**src/timer16_consts.svh**
```systemverilog
`ifndef TIMER16_CONSTS_SVH
`define TIMER16_CONSTS_SVH

// register offsets (byte addresses on the plain register port)
`define OFS_FLAGS 8'h0C
`define OFS_ENABLES 8'h0D
`define OFS_COUNT_LOW 8'h0E
`define OFS_COUNT_HIGH 8'h0F
`define OFS_TIMER_CONTROL 8'h10

// timer_control fields
`define TC_RUN_BIT 0
`define TC_CLOCK_SOURCE_SELECT 1
`define TC_SYNC_DISABLE_N 2
`define TC_OSCILLATOR_ENABLE 3
`define TC_PRESCALE_LO 4
`define TC_PRESCALE_HI 5
`define TC_WRITE_MASK 8'h3F
`define TC_RESET 8'h00

// flag / enable register fields
`define FLAG_OVERFLOW 0

// one instruction cycle is four phase clocks
`define PHASES_PER_INSTR 4

`endif

```
**src/timer16_pkg.sv**
```systemverilog
package timer16_pkg;

	typedef enum logic [1:0] {
		PH_Q1 = 2'b00,
		PH_Q2 = 2'b01,
		PH_Q3 = 2'b11,
		PH_Q4 = 2'b10
	} phase_e;

	typedef logic [1:0] prescale_t;

endpackage

```
**src/ripple_prescaler.sv**
```systemverilog
`timescale 1ns/1ps
`include "timer16_consts.svh"

// divide-by-2/4/8 counter stepped by rising edges of the chosen count input
module ripple_prescaler
	import timer16_pkg::*;
#(
	parameter int STAGES = 3
) (
	// clock and clearing
	input wire logic clk,
	input wire logic clr,
	// edge input and ratio
	input wire logic edge_in,
	input wire prescale_t ratio,
	// divided level out
	output logic div_out
);

	logic [STAGES-1:0] cnt_q;
	logic [STAGES-1:0] cnt_d;

	always_comb begin
		cnt_d = cnt_q;
		if (clr) begin
			cnt_d = '0;
		end else if (edge_in) begin
			cnt_d = cnt_q + 1'b1;
		end
	end

	always_ff @(posedge clk) begin
		cnt_q <= cnt_d;
	end

	// 1:1 passes a one-cycle pulse; other ratios emit a symmetric square wave
	always_comb begin
		case (ratio)
			2'b00: div_out = edge_in;
			2'b01: div_out = cnt_q[0];
			2'b10: div_out = cnt_q[1];
			2'b11: div_out = cnt_q[2];
			default: div_out = 1'b0;
		endcase
	end

endmodule

```
**src/timer16.sv**
```systemverilog
// Strobed register access was left to the implementer.
`timescale 1ns/1ps
`include "timer16_consts.svh"

module timer16
	import timer16_pkg::*;
(
	// clock and resets
	input wire logic clk,
	input wire logic srst,
	input wire logic por_rst,
	// register port
	input wire logic [7:0] reg_addr,
	input wire logic [7:0] reg_wdata,
	input wire logic reg_wr,
	input wire logic reg_rd,
	output logic [7:0] reg_rdata,
	// system state
	input wire logic sleep_mode,
	input wire logic compare_reset,
	// pins
	input wire logic external_count_clock_pin,
	input wire logic crystal_input_pin,
	input wire logic [1:0] port_direction_bits,
	output logic [1:0] pin_output_enable_mask,
	output logic oscillator_run,
	// results
	output logic overflow_irq,
	output logic wake_request,
	output logic [15:0] time_base,
	output logic time_base_valid
);

	// =====================================================
	// registers
	logic [7:0] timer_control_q;
	logic [7:0] timer_control_d;
	logic [15:0] count_q;
	logic [15:0] count_d;
	logic overflow_flag_q;
	logic overflow_flag_d;
	logic overflow_irq_enable_q;
	logic overflow_irq_enable_d;
	logic [7:0] rdata_q;
	logic [7:0] rdata_d;
	phase_e phase_q;
	phase_e phase_d;
	logic ext_prev_q;
	logic ext_prev_d;
	logic samp_q;
	logic samp_d;
	logic samp_prev_q;
	logic samp_prev_d;

	logic run_bit;
	logic clock_source_select;
	logic sync_disable_n;
	logic oscillator_enable;
	prescale_t prescale_field;
	logic wr_count_lo;
	logic wr_count_hi;
	logic count_write;
	logic ext_level;
	logic ext_rise;
	logic pre_out;
	logic pre_in;
	logic pre_clr;
	logic instr_tick;
	logic sample_now;
	logic sync_rise;
	logic unsync_rise;
	logic inc;
	logic wrap;

	assign run_bit = timer_control_q[`TC_RUN_BIT];
	assign clock_source_select = timer_control_q[`TC_CLOCK_SOURCE_SELECT];
	assign sync_disable_n = timer_control_q[`TC_SYNC_DISABLE_N];
	assign oscillator_enable = timer_control_q[`TC_OSCILLATOR_ENABLE];
	assign prescale_field =
		timer_control_q[`TC_PRESCALE_HI:`TC_PRESCALE_LO];
	assign wr_count_lo = reg_wr && (reg_addr == `OFS_COUNT_LOW);
	assign wr_count_hi = reg_wr && (reg_addr == `OFS_COUNT_HIGH);
	assign count_write = wr_count_lo || wr_count_hi;

	// =====================================================
	// pins and oscillator
	assign oscillator_run = oscillator_enable;
	// oscillator on overrides the direction bits on both pins
	assign pin_output_enable_mask = oscillator_enable ?
		2'b00 : ~port_direction_bits;
	// crystal pin when oscillator runs, external pin otherwise
	assign ext_level = oscillator_enable ?
		crystal_input_pin : external_count_clock_pin;

	// =====================================================
	// phase clocks and edge detect
	always_comb begin
		case (phase_q)
			PH_Q1: phase_d = PH_Q2;
			PH_Q2: phase_d = PH_Q3;
			PH_Q3: phase_d = PH_Q4;
			PH_Q4: phase_d = PH_Q1;
			default: phase_d = PH_Q1;
		endcase
		ext_prev_d = ext_level;
	end

	assign ext_rise = ext_level && !ext_prev_q;
	assign instr_tick = (phase_q == PH_Q4);
	// the prescaler keeps stepping in sleep; the sampler and internal-clock counting stop
	assign pre_in = clock_source_select ? ext_rise : instr_tick;
	assign pre_clr = count_write || srst;

	// =====================================================
	// prescaler ahead of the synchronizer
	ripple_prescaler #(
		.STAGES(3)
	) u_prescaler (
		.clk(clk),
		.clr(pre_clr),
		.edge_in(pre_in),
		.ratio(prescale_field),
		.div_out(pre_out)
	);

	// sample at Q2 and Q4; sampler is shut off during sleep
	assign sample_now = ((phase_q == PH_Q2) || (phase_q == PH_Q4))
		&& !sleep_mode;

	always_comb begin
		samp_d = samp_q;
		samp_prev_d = samp_prev_q;
		if (sample_now) begin
			samp_d = pre_out;
			samp_prev_d = samp_q;
		end
	end

	// at 1:1 the pulse is one cycle wide; catch it by holding till sampled
	logic pend_q;
	logic pend_d;
	always_comb begin
		pend_d = pend_q;
		if (sample_now) begin
			pend_d = 1'b0;
		end
		// a pulse on a sampling cycle is taken at once; none is held in sleep
		if (pre_out && prescale_field == 2'b00 && !sample_now &&
			!sleep_mode) begin
			pend_d = 1'b1;
		end
	end

	assign sync_rise = sample_now &&
		((prescale_field == 2'b00) ? (pend_q || pre_out) :
		(samp_q && !samp_prev_q));
	logic unsync_prev_q;
	logic unsync_prev_d;
	assign unsync_prev_d = pre_out;
	assign unsync_rise = (prescale_field == 2'b00) ? pre_out :
		(pre_out && !unsync_prev_q);

	always_comb begin
		if (!clock_source_select) begin
			// sync bit ignored in internal mode
			inc = pre_in && ((prescale_field == 2'b00) ?
				1'b1 : 1'b0) ;
			inc = (prescale_field == 2'b00) ? pre_in :
				(pre_out && !unsync_prev_q);
			inc = inc && !sleep_mode;
		end else if (!sync_disable_n) begin
			inc = sync_rise;
		end else begin
			inc = unsync_rise;
		end
		inc = inc && run_bit;
	end

	assign wrap = inc && (count_q == 16'hFFFF);

	// =====================================================
	// count, flags and control
	always_comb begin
		count_d = count_q;
		if (inc) begin
			count_d = count_q + 16'h0001;
		end
		if (compare_reset) begin
			count_d = 16'h0000;
		end
		// a write wins over the compare reset
		if (wr_count_lo) begin
			count_d = {count_q[15:8], reg_wdata};
		end
		if (wr_count_hi) begin
			count_d = {reg_wdata, count_q[7:0]};
		end

		overflow_flag_d = overflow_flag_q;
		overflow_irq_enable_d = overflow_irq_enable_q;
		if (reg_wr && reg_addr == `OFS_FLAGS) begin
			overflow_flag_d = reg_wdata[`FLAG_OVERFLOW];
		end
		if (reg_wr && reg_addr == `OFS_ENABLES) begin
			overflow_irq_enable_d = reg_wdata[`FLAG_OVERFLOW];
		end
		// set beats a simultaneous clear; compare reset never sets it
		if (wrap && !compare_reset && !count_write) begin
			overflow_flag_d = 1'b1;
		end

		timer_control_d = timer_control_q;
		if (reg_wr && reg_addr == `OFS_TIMER_CONTROL) begin
			timer_control_d = reg_wdata & `TC_WRITE_MASK;
		end
		if (por_rst) begin
			timer_control_d = `TC_RESET;
		end
	end

	// =====================================================
	// read path, registered; each count byte is read on its own, so two reads can tear
	always_comb begin
		rdata_d = 8'h00;
		if (reg_rd) begin
			case (reg_addr)
				`OFS_COUNT_LOW: rdata_d = count_q[7:0];
				`OFS_COUNT_HIGH: rdata_d = count_q[15:8];
				`OFS_TIMER_CONTROL: rdata_d = timer_control_q;
				`OFS_FLAGS: rdata_d = {7'h00, overflow_flag_q};
				`OFS_ENABLES: rdata_d = {7'h00, overflow_irq_enable_q};
				default: rdata_d = 8'h00;
			endcase
		end
	end

	always_ff @(posedge clk) begin
		// count bytes are kept through every reset
		count_q <= count_d;
		ext_prev_q <= ext_prev_d;
		unsync_prev_q <= unsync_prev_d;
		if (srst) begin
			timer_control_q <= timer_control_q;
			overflow_flag_q <= 1'b0;
			overflow_irq_enable_q <= 1'b0;
			rdata_q <= 8'h00;
			phase_q <= PH_Q1;
			samp_q <= 1'b0;
			samp_prev_q <= 1'b0;
			pend_q <= 1'b0;
		end else begin
			timer_control_q <= timer_control_d;
			overflow_flag_q <= overflow_flag_d;
			overflow_irq_enable_q <= overflow_irq_enable_d;
			rdata_q <= rdata_d;
			phase_q <= phase_d;
			samp_q <= samp_d;
			samp_prev_q <= samp_prev_d;
			pend_q <= pend_d;
		end
		if (por_rst) begin
			timer_control_q <= `TC_RESET;
		end
	end

	assign reg_rdata = rdata_q;
	assign overflow_irq = overflow_flag_q && overflow_irq_enable_q;
	// only unsynchronized counting can wake a sleeping core
	assign wake_request = overflow_irq && sleep_mode &&
		clock_source_select && sync_disable_n;
	assign time_base = count_q;
	assign time_base_valid = !(clock_source_select && sync_disable_n);

endmodule

```
**config.mk**
```make
export PLATFORM = sky130hd
export DESIGN_NAME = timer16
export DESIGN_NICKNAME = d
export VERILOG_FILES = /design/src/timer16_pkg.sv /design/src/ripple_prescaler.sv /design/src/timer16.sv
export VERILOG_INCLUDE_DIRS = /design/src /design/src/src
export SDC_FILE = /design/constraint.sdc
export NUM_CORES = 1
export LEC_CHECK = 0
export BUFFER_PORTS_ARGS = -buffer_cell sky130_fd_sc_hd__buf_2
export CORE_UTILIZATION = 36
export CTS_CLUSTER_DIAMETER = 200
export DETAILED_ROUTE_END_ITERATION = 7
export PLACE_DENSITY = 0.6
export SETUP_SLACK_MARGIN = 0.5
export SYNTH_ARGS = -nofsm -noshare
export SYNTH_HDL_FRONTEND = slang
export SYNTH_SLANG_ARGS = --single-unit
```
**constraint.sdc**
```tcl
create_clock -name clk -period 2.5 [get_ports clk]
set_clock_uncertainty 0.1 [all_clocks]
set_input_delay 0.375 -clock clk [delete_from_list [all_inputs] [get_ports clk]]
set_output_delay 0.375 -clock clk [all_outputs]
set_load 0.01 [all_outputs]
```
## After elaboration in Yosys (flattened, before gate mapping)

Cells that the tools add are included.

- Bits in registers: 42
- Input bits: 27
- Output and inout port bits: 30
- Word-level logic and storage cells: 96

- Add/subtract/negate cells: 2
- Eq/ne operators: 13
- Multiplexer cells: 19
- Bitwise gates (word level): 4
- Reduce and logical (&&, ||, !) cells: 45

Operators by type and width:

| operator | count |
|---|---|
| $mux 16 | 4 |
| $pmux 8 s5 | 1 |
| $eq 8x4->1 const B | 4 |
| $logic_and 1x1->1 | 23 |
| $add 16x1->16 const B | 1 |
| $eq 16x16->1 const B | 1 |
| $mux 1 | 11 |
| $eq 2x2->1 const B | 4 |
| $eq 8x5->1 const B | 1 |
| $logic_not 1->1 | 8 |
| $pmux 2 s4 | 1 |
| $reduce_and 2->1 | 3 |
| $reduce_bool 3->1 | 2 |
| $eq 2x1->1 const B | 2 |
| $logic_not 2->1 | 2 |
| $logic_or 1x1->1 | 4 |
| $pmux 1 s4 | 1 |
| $reduce_bool 2->1 | 2 |
| $add 3x1->3 const B | 1 |
| $not 1->1 | 3 |
| $mux 2 | 1 |
| $ne 2x1->1 const B | 1 |
| $not 2->2 | 1 |
| $reduce_or 2->1 | 1 |

## Longest topological paths before layout

- Depth in word-level cells: 14
- Gate-level depth with buffers: 7
- Depth with buffers taken out: 7

## Hierarchy

Synthesis repeated with hierarchy kept, for this count alone.

- Cells, all modules: 236
- Area total of the unflattened synthesis: 2272.2 µm²

By module, submodules not included:

| module | instances | cells each | area each (µm²) |
|---|---|---|---|
| timer16 | 1 | 224 | 2128.3 |
| ripple_prescaler | 1 | 12 | 143.9 |

## Worst setup path after synthesis

No wires, ideal clock.

- Kind: reg2reg
- Start: register phase_q[0]
- End: register count_q[0], in the netlist time_base[0] (enable)
- Library setup time: 384 ps
- Arrival: 1894 ps
- Required time: 2016 ps
- Path slack: 122 ps
- Cell stages (with the launch flop): 8
- Buffers on the path: 0
- Cell sequence: dfxtp_1 > inv_1 > ha_1 > nor2b_1 > o21ai_0 > nor2_1 > a32oi_1 > o21ai_0

- Word-level cells in the longest chain between the ends: 11
- Elaborated cells on any way between the ends: 18

RTL lines:

| item | line | RTL |
|---|---|---|
| from (decl) | timer16.sv:46 | `phase_e phase_q;` |
| from (signal assigned) | timer16.sv:256 | `phase_q <= phase_d;` |
| $eq 2x2->1 | timer16.sv:109, timer16.sv:127 |  |
| $mux 1 | timer16.sv:111 | `assign pre_in = clock_source_select ? ext_rise : instr_tick;` |
| $pmux 1 s4 | ripple_prescaler.sv:38 | `case (ratio)` |
| $logic_or 1x1->1 | timer16.sv:155 | `((prescale_field == 2'b00) ? (pend_q \|\| pre_out) :` |
| $mux 1 | timer16.sv:155 |  |
| $logic_and 1x1->1 | timer16.sv:154 | `assign sync_rise = sample_now &&` |
| $mux 1 | timer16.sv:171 | `end else if (!sync_disable_n) begin` |
| $mux 1 (*) | timer16.sv:164 | `if (!clock_source_select) begin` |
| $logic_and 1x1->1 (*) | timer16.sv:176 | `inc = inc && run_bit;` |
| $reduce_bool 3->1 (no line) (*) | n/a |  |
| $reduce_and 2->1 (no line) (*) | n/a |  |
| to (signal assigned) | timer16.sv:239 | `count_q <= count_d;` |
| to (decl) | timer16.sv:38 | `logic [15:0] count_q;` |

Every way passes the cells marked *; elsewhere a longest branch is shown, timed or not.
A chain may end at the register's enable or synchronous reset.

## Final worst setup path

- Start: register timer_control_q[3]
- End: register count_q[11], in the netlist time_base[11] (enable)

- Word-level cells in the longest chain between the ends: 12
- Elaborated cells on any way between the ends: 16

RTL lines:

| item | line | RTL |
|---|---|---|
| from (decl) | timer16.sv:36 | `logic [7:0] timer_control_q;` |
| from (signal assigned) | timer16.sv:243 | `timer_control_q <= timer_control_q;` |
| from (signal assigned) | timer16.sv:252 | `timer_control_q <= timer_control_d;` |
| from (signal assigned) | timer16.sv:262 | `` timer_control_q <= `TC_RESET; `` |
| $mux 1 (*) | timer16.sv:92 | `assign ext_level = oscillator_enable ?` |
| named net ext_level | timer16.sv:63 | `logic ext_level;` |
| $logic_and 1x1->1 (*) | timer16.sv:108 | `assign ext_rise = ext_level && !ext_prev_q;` |
| $mux 1 (*) | timer16.sv:111 |  |
| $pmux 1 s4 | ripple_prescaler.sv:38 |  |
| $logic_or 1x1->1 | timer16.sv:155 |  |
| $mux 1 | timer16.sv:155 |  |
| $logic_and 1x1->1 | timer16.sv:154 |  |
| $mux 1 | timer16.sv:171 |  |
| $mux 1 (*) | timer16.sv:164 |  |
| $logic_and 1x1->1 (*) | timer16.sv:176 |  |
| $reduce_bool 3->1 (no line) (*) | n/a |  |
| $reduce_and 2->1 (no line) (*) | n/a |  |

The timed path passes the listed nets; every way through them passes the cells marked *.

==> flow_summary.yaml <==
routing:
  antenna_left: 0
  drt_pass1_iterations: 4
  drt-wirelength-per-cell_um: 16.0
  drtIter0Drc: 128
  wl_um: 6080
  vias_per_cell: 5.32
  drc_errors: 0
  vias: 2021
placed_design:
  gp_congestion: 0.797
  hpwl_um: 4490
  numPortBuffers: 56
  place_area_um2: 2670
  pre_cts_slack_ns: 0.304
floorplanning:
  rows: 28
  die_area_um2: 6550
  die_w_um: 80.9
  io_pins: 57
  initial_core_util_pct: 37.7
  die_y_um: 80.9
  core-area_um2: 5960
synthesis:
  synthesis.nets: 267
  synth-seq-cells: 42
  ys_seq_area_share_pct: 44.6
  synthArstFlopShare_pct: 0
  synthFlopType: "dfxtp_1"
  yosys_warnings: 0
  syn_inst: 234
  syn_area_um2: 2240
  synth_edf_count: 16
  avgSynthCellArea_um2: 9.59
  yosysUniqueCellTypes: 41
global_routing:
  antenna_found_initial: 0
  grt_max_degree: 17
  grt_pass1_wl_um: 9630
  grt.total_usage_pct: 20.0
  overflow: 0
  grt_pass1_vias: 1853
clock_network:
  cts_buffers: 5
  clk_path_buf_depth: 2
  cts_tree: "done"
  clock_sinks: 42
  clock_latency_ns: 0.30
  root_buffer: "clkbuf_8"
  cts.clk_slew.worst_paths_ns: 0.07
  h-tree-depth: 2
layout:
  final_area_um2: 2890
  mostFrequentLayoutCell: "buf_2"
  syn_to_final_growth_pct: 28.9
  drive_above_1_share_pct: 32.8
  fin_nets: 337
  n_antenna_cell: 0
  final_cell_mix: "56 x buf_2, 25 x nand2_1, 24 x nor2_1"
sta:
  report.final.slew_viol_count: 0
  setup_violations: 0
  tns_ns: 0
  max_freq_mhz: 486
  tightest_slew_ns: 0.588
  post-route-min-period_ns: 2.06
  relSlewSlack_pct: 60.6
  grt_setup_unrepaired: "yes"
  hold_viol_final: 0
  final.period_utilization_pct: 82.3
  setup_slack_ns: 0.443
power_and_ir_drop:
  leakage_uw: 0.00124
  ir_worst_vdd_v: 0.000259
  powerDensity_nw_per_um2: 491
run:
  drv_cap: 0
min_path:
  worst_hold_path_type: "in -> reg"
  min_path_cells: 2
  hold_path.startpoint: "por_rst"
  min_to: "timer_control_q[3]"
critical_path:
  rr_worst_depth: 5
  worstPathMaxFanout: 8
  cp.arrival_ns: 1.96
  reg2reg_slack_ns: 0.44
  r2r-start: "timer_control_q[3]"
  startpoint_type: "register"
  cp-end-kind: "register"
  r2r_end: "time_base[11]"
  crit_required_ns: 2.41
  criticalPathCategory: "reg -> reg"
run_status:
  outcome: "finished, final reports clean"
## what timing repair did
action | in CTS | in global routing
hold buffers | 0 | 0
pin swaps | 4 | 4
endpoints found under the setup margin | 17 | 28
setup buffers | 5 | 4
gates resized for setup | 8 | 7
## how the worst max path moves through the flow
| stage | from | end | slack, ns | cells past startpoint |
|---|---|---|---|---|
| after floorplan | timer_control_q[3] | time_base[10] | 0.51 | 5 |
| after global placement | external_count_clock_pin | time_base[11] | 0.35 | 6 |
| after detailed placement | external_count_clock_pin | time_base[15] | 0.30 | 6 |
| after CTS | timer_control_q[3] | time_base[11] | 0.40 | 5 |
| after global routing | phase_q[0] | time_base[11] | 0.37 | 7 |
| final | timer_control_q[3] | time_base[11] | 0.44 | 5 |
## area by class of cell
type | instances | area, um2
clock buffer | 7 | 86.3
clock inverter | 1 | 5.00
fill | 600 | 3060
inverter | 5 | 18.8
multi-input combinational | 180 | 1280
sequential | 42 | 1010
tap | 75 | 93.8
timing repair buffer | 70 | 398
## cells by family (layout without fill, tap and decap cells)
kind of cell / count (synthesis) / in the layout / share of synthesized area, %
compound gates: 42 / 42 / 13.7
xor+xnor: 16 / 16 / 6.25
fa+ha+maj: 6 / 6 / 3.35
buf+inv: 12 / 83 / 2.17
flops: 42 / 42 / 44.6
mux: 16 / 16 / 7.97
simple gates: 100 / 100 / 21.9
## worst max-delay path, stage by stage, from the launching register on
cell and delay, ns:
dfxtp_4 0.37, mux2_4 0.31, a31o_4 0.24, nand3b_1 0.19
a32oi_4 0.35, o221ai_4 0.22
## layer usage
metal / up-vias / routed length (um) / global-route usage (%)
li1: 993 / - / -
met1: 958 / 3000 / 29.0
met2: 64 / 2600 / 29.1
met3: 6 / 407 / 5.06
met4: 0 / 74 / 5.54
met5: - / 0 / 0
## through the flow
step | power, uW | instances | util [%] | hold slack, ns
4_1_cts | 1420 | 376 | 47.7 | 0.210
6_report | 1420 | 380 | 48.6 | 0.211
5_1_grt | 1490 | 380 | 48.6 | 0.200
3_5_place_dp | 948 | 363 | 44.8 | 0.387
2_1_floorplan | 868 | 234 | - | 0.338
3_3_place_gp | 945 | 363 | 44.8 | 0.376
## synthesized netlist by cell type (all sizes together), types with 5 or more instances
| cell | count | share of area (%) |
|---|---|---|
| a21oi | 8 | 1.8 |
| mux2i | 13 | 5.8 |
| xor2 | 6 | 2.3 |
| nor3 | 13 | 2.9 |
| inv | 5 | 0.84 |
| nor2 | 27 | 4.7 |
| xnor2 | 10 | 3.9 |
| a22o | 9 | 3.5 |
| nand4 | 6 | 1.7 |
| dfxtp | 26 | 23 |
| nand2b | 5 | 1.5 |
| a22oi | 6 | 2.0 |
| edfxtp | 16 | 21 |
| nand3 | 10 | 2.2 |
| o31ai | 6 | 2.0 |
| nand2 | 25 | 4.2 |
| ha | 6 | 3.3 |
## flip-flops by register name (all words and copies together), names as in the netlist, 2 cells and up
| name | cells |
|---|---|
| time_base | 16 |
| timer_control_q | 6 |
| u_prescaler.cnt_q | 3 |
| phase_q | 2 |
| reg_rdata | 8 |
## power breakdown
group	internal [uW]	total, uW	switching, uW
sequential	736	765	28.8
combinational	92.1	191	99.1
clock	223	463	240
(Power assumes the default switching activity.)
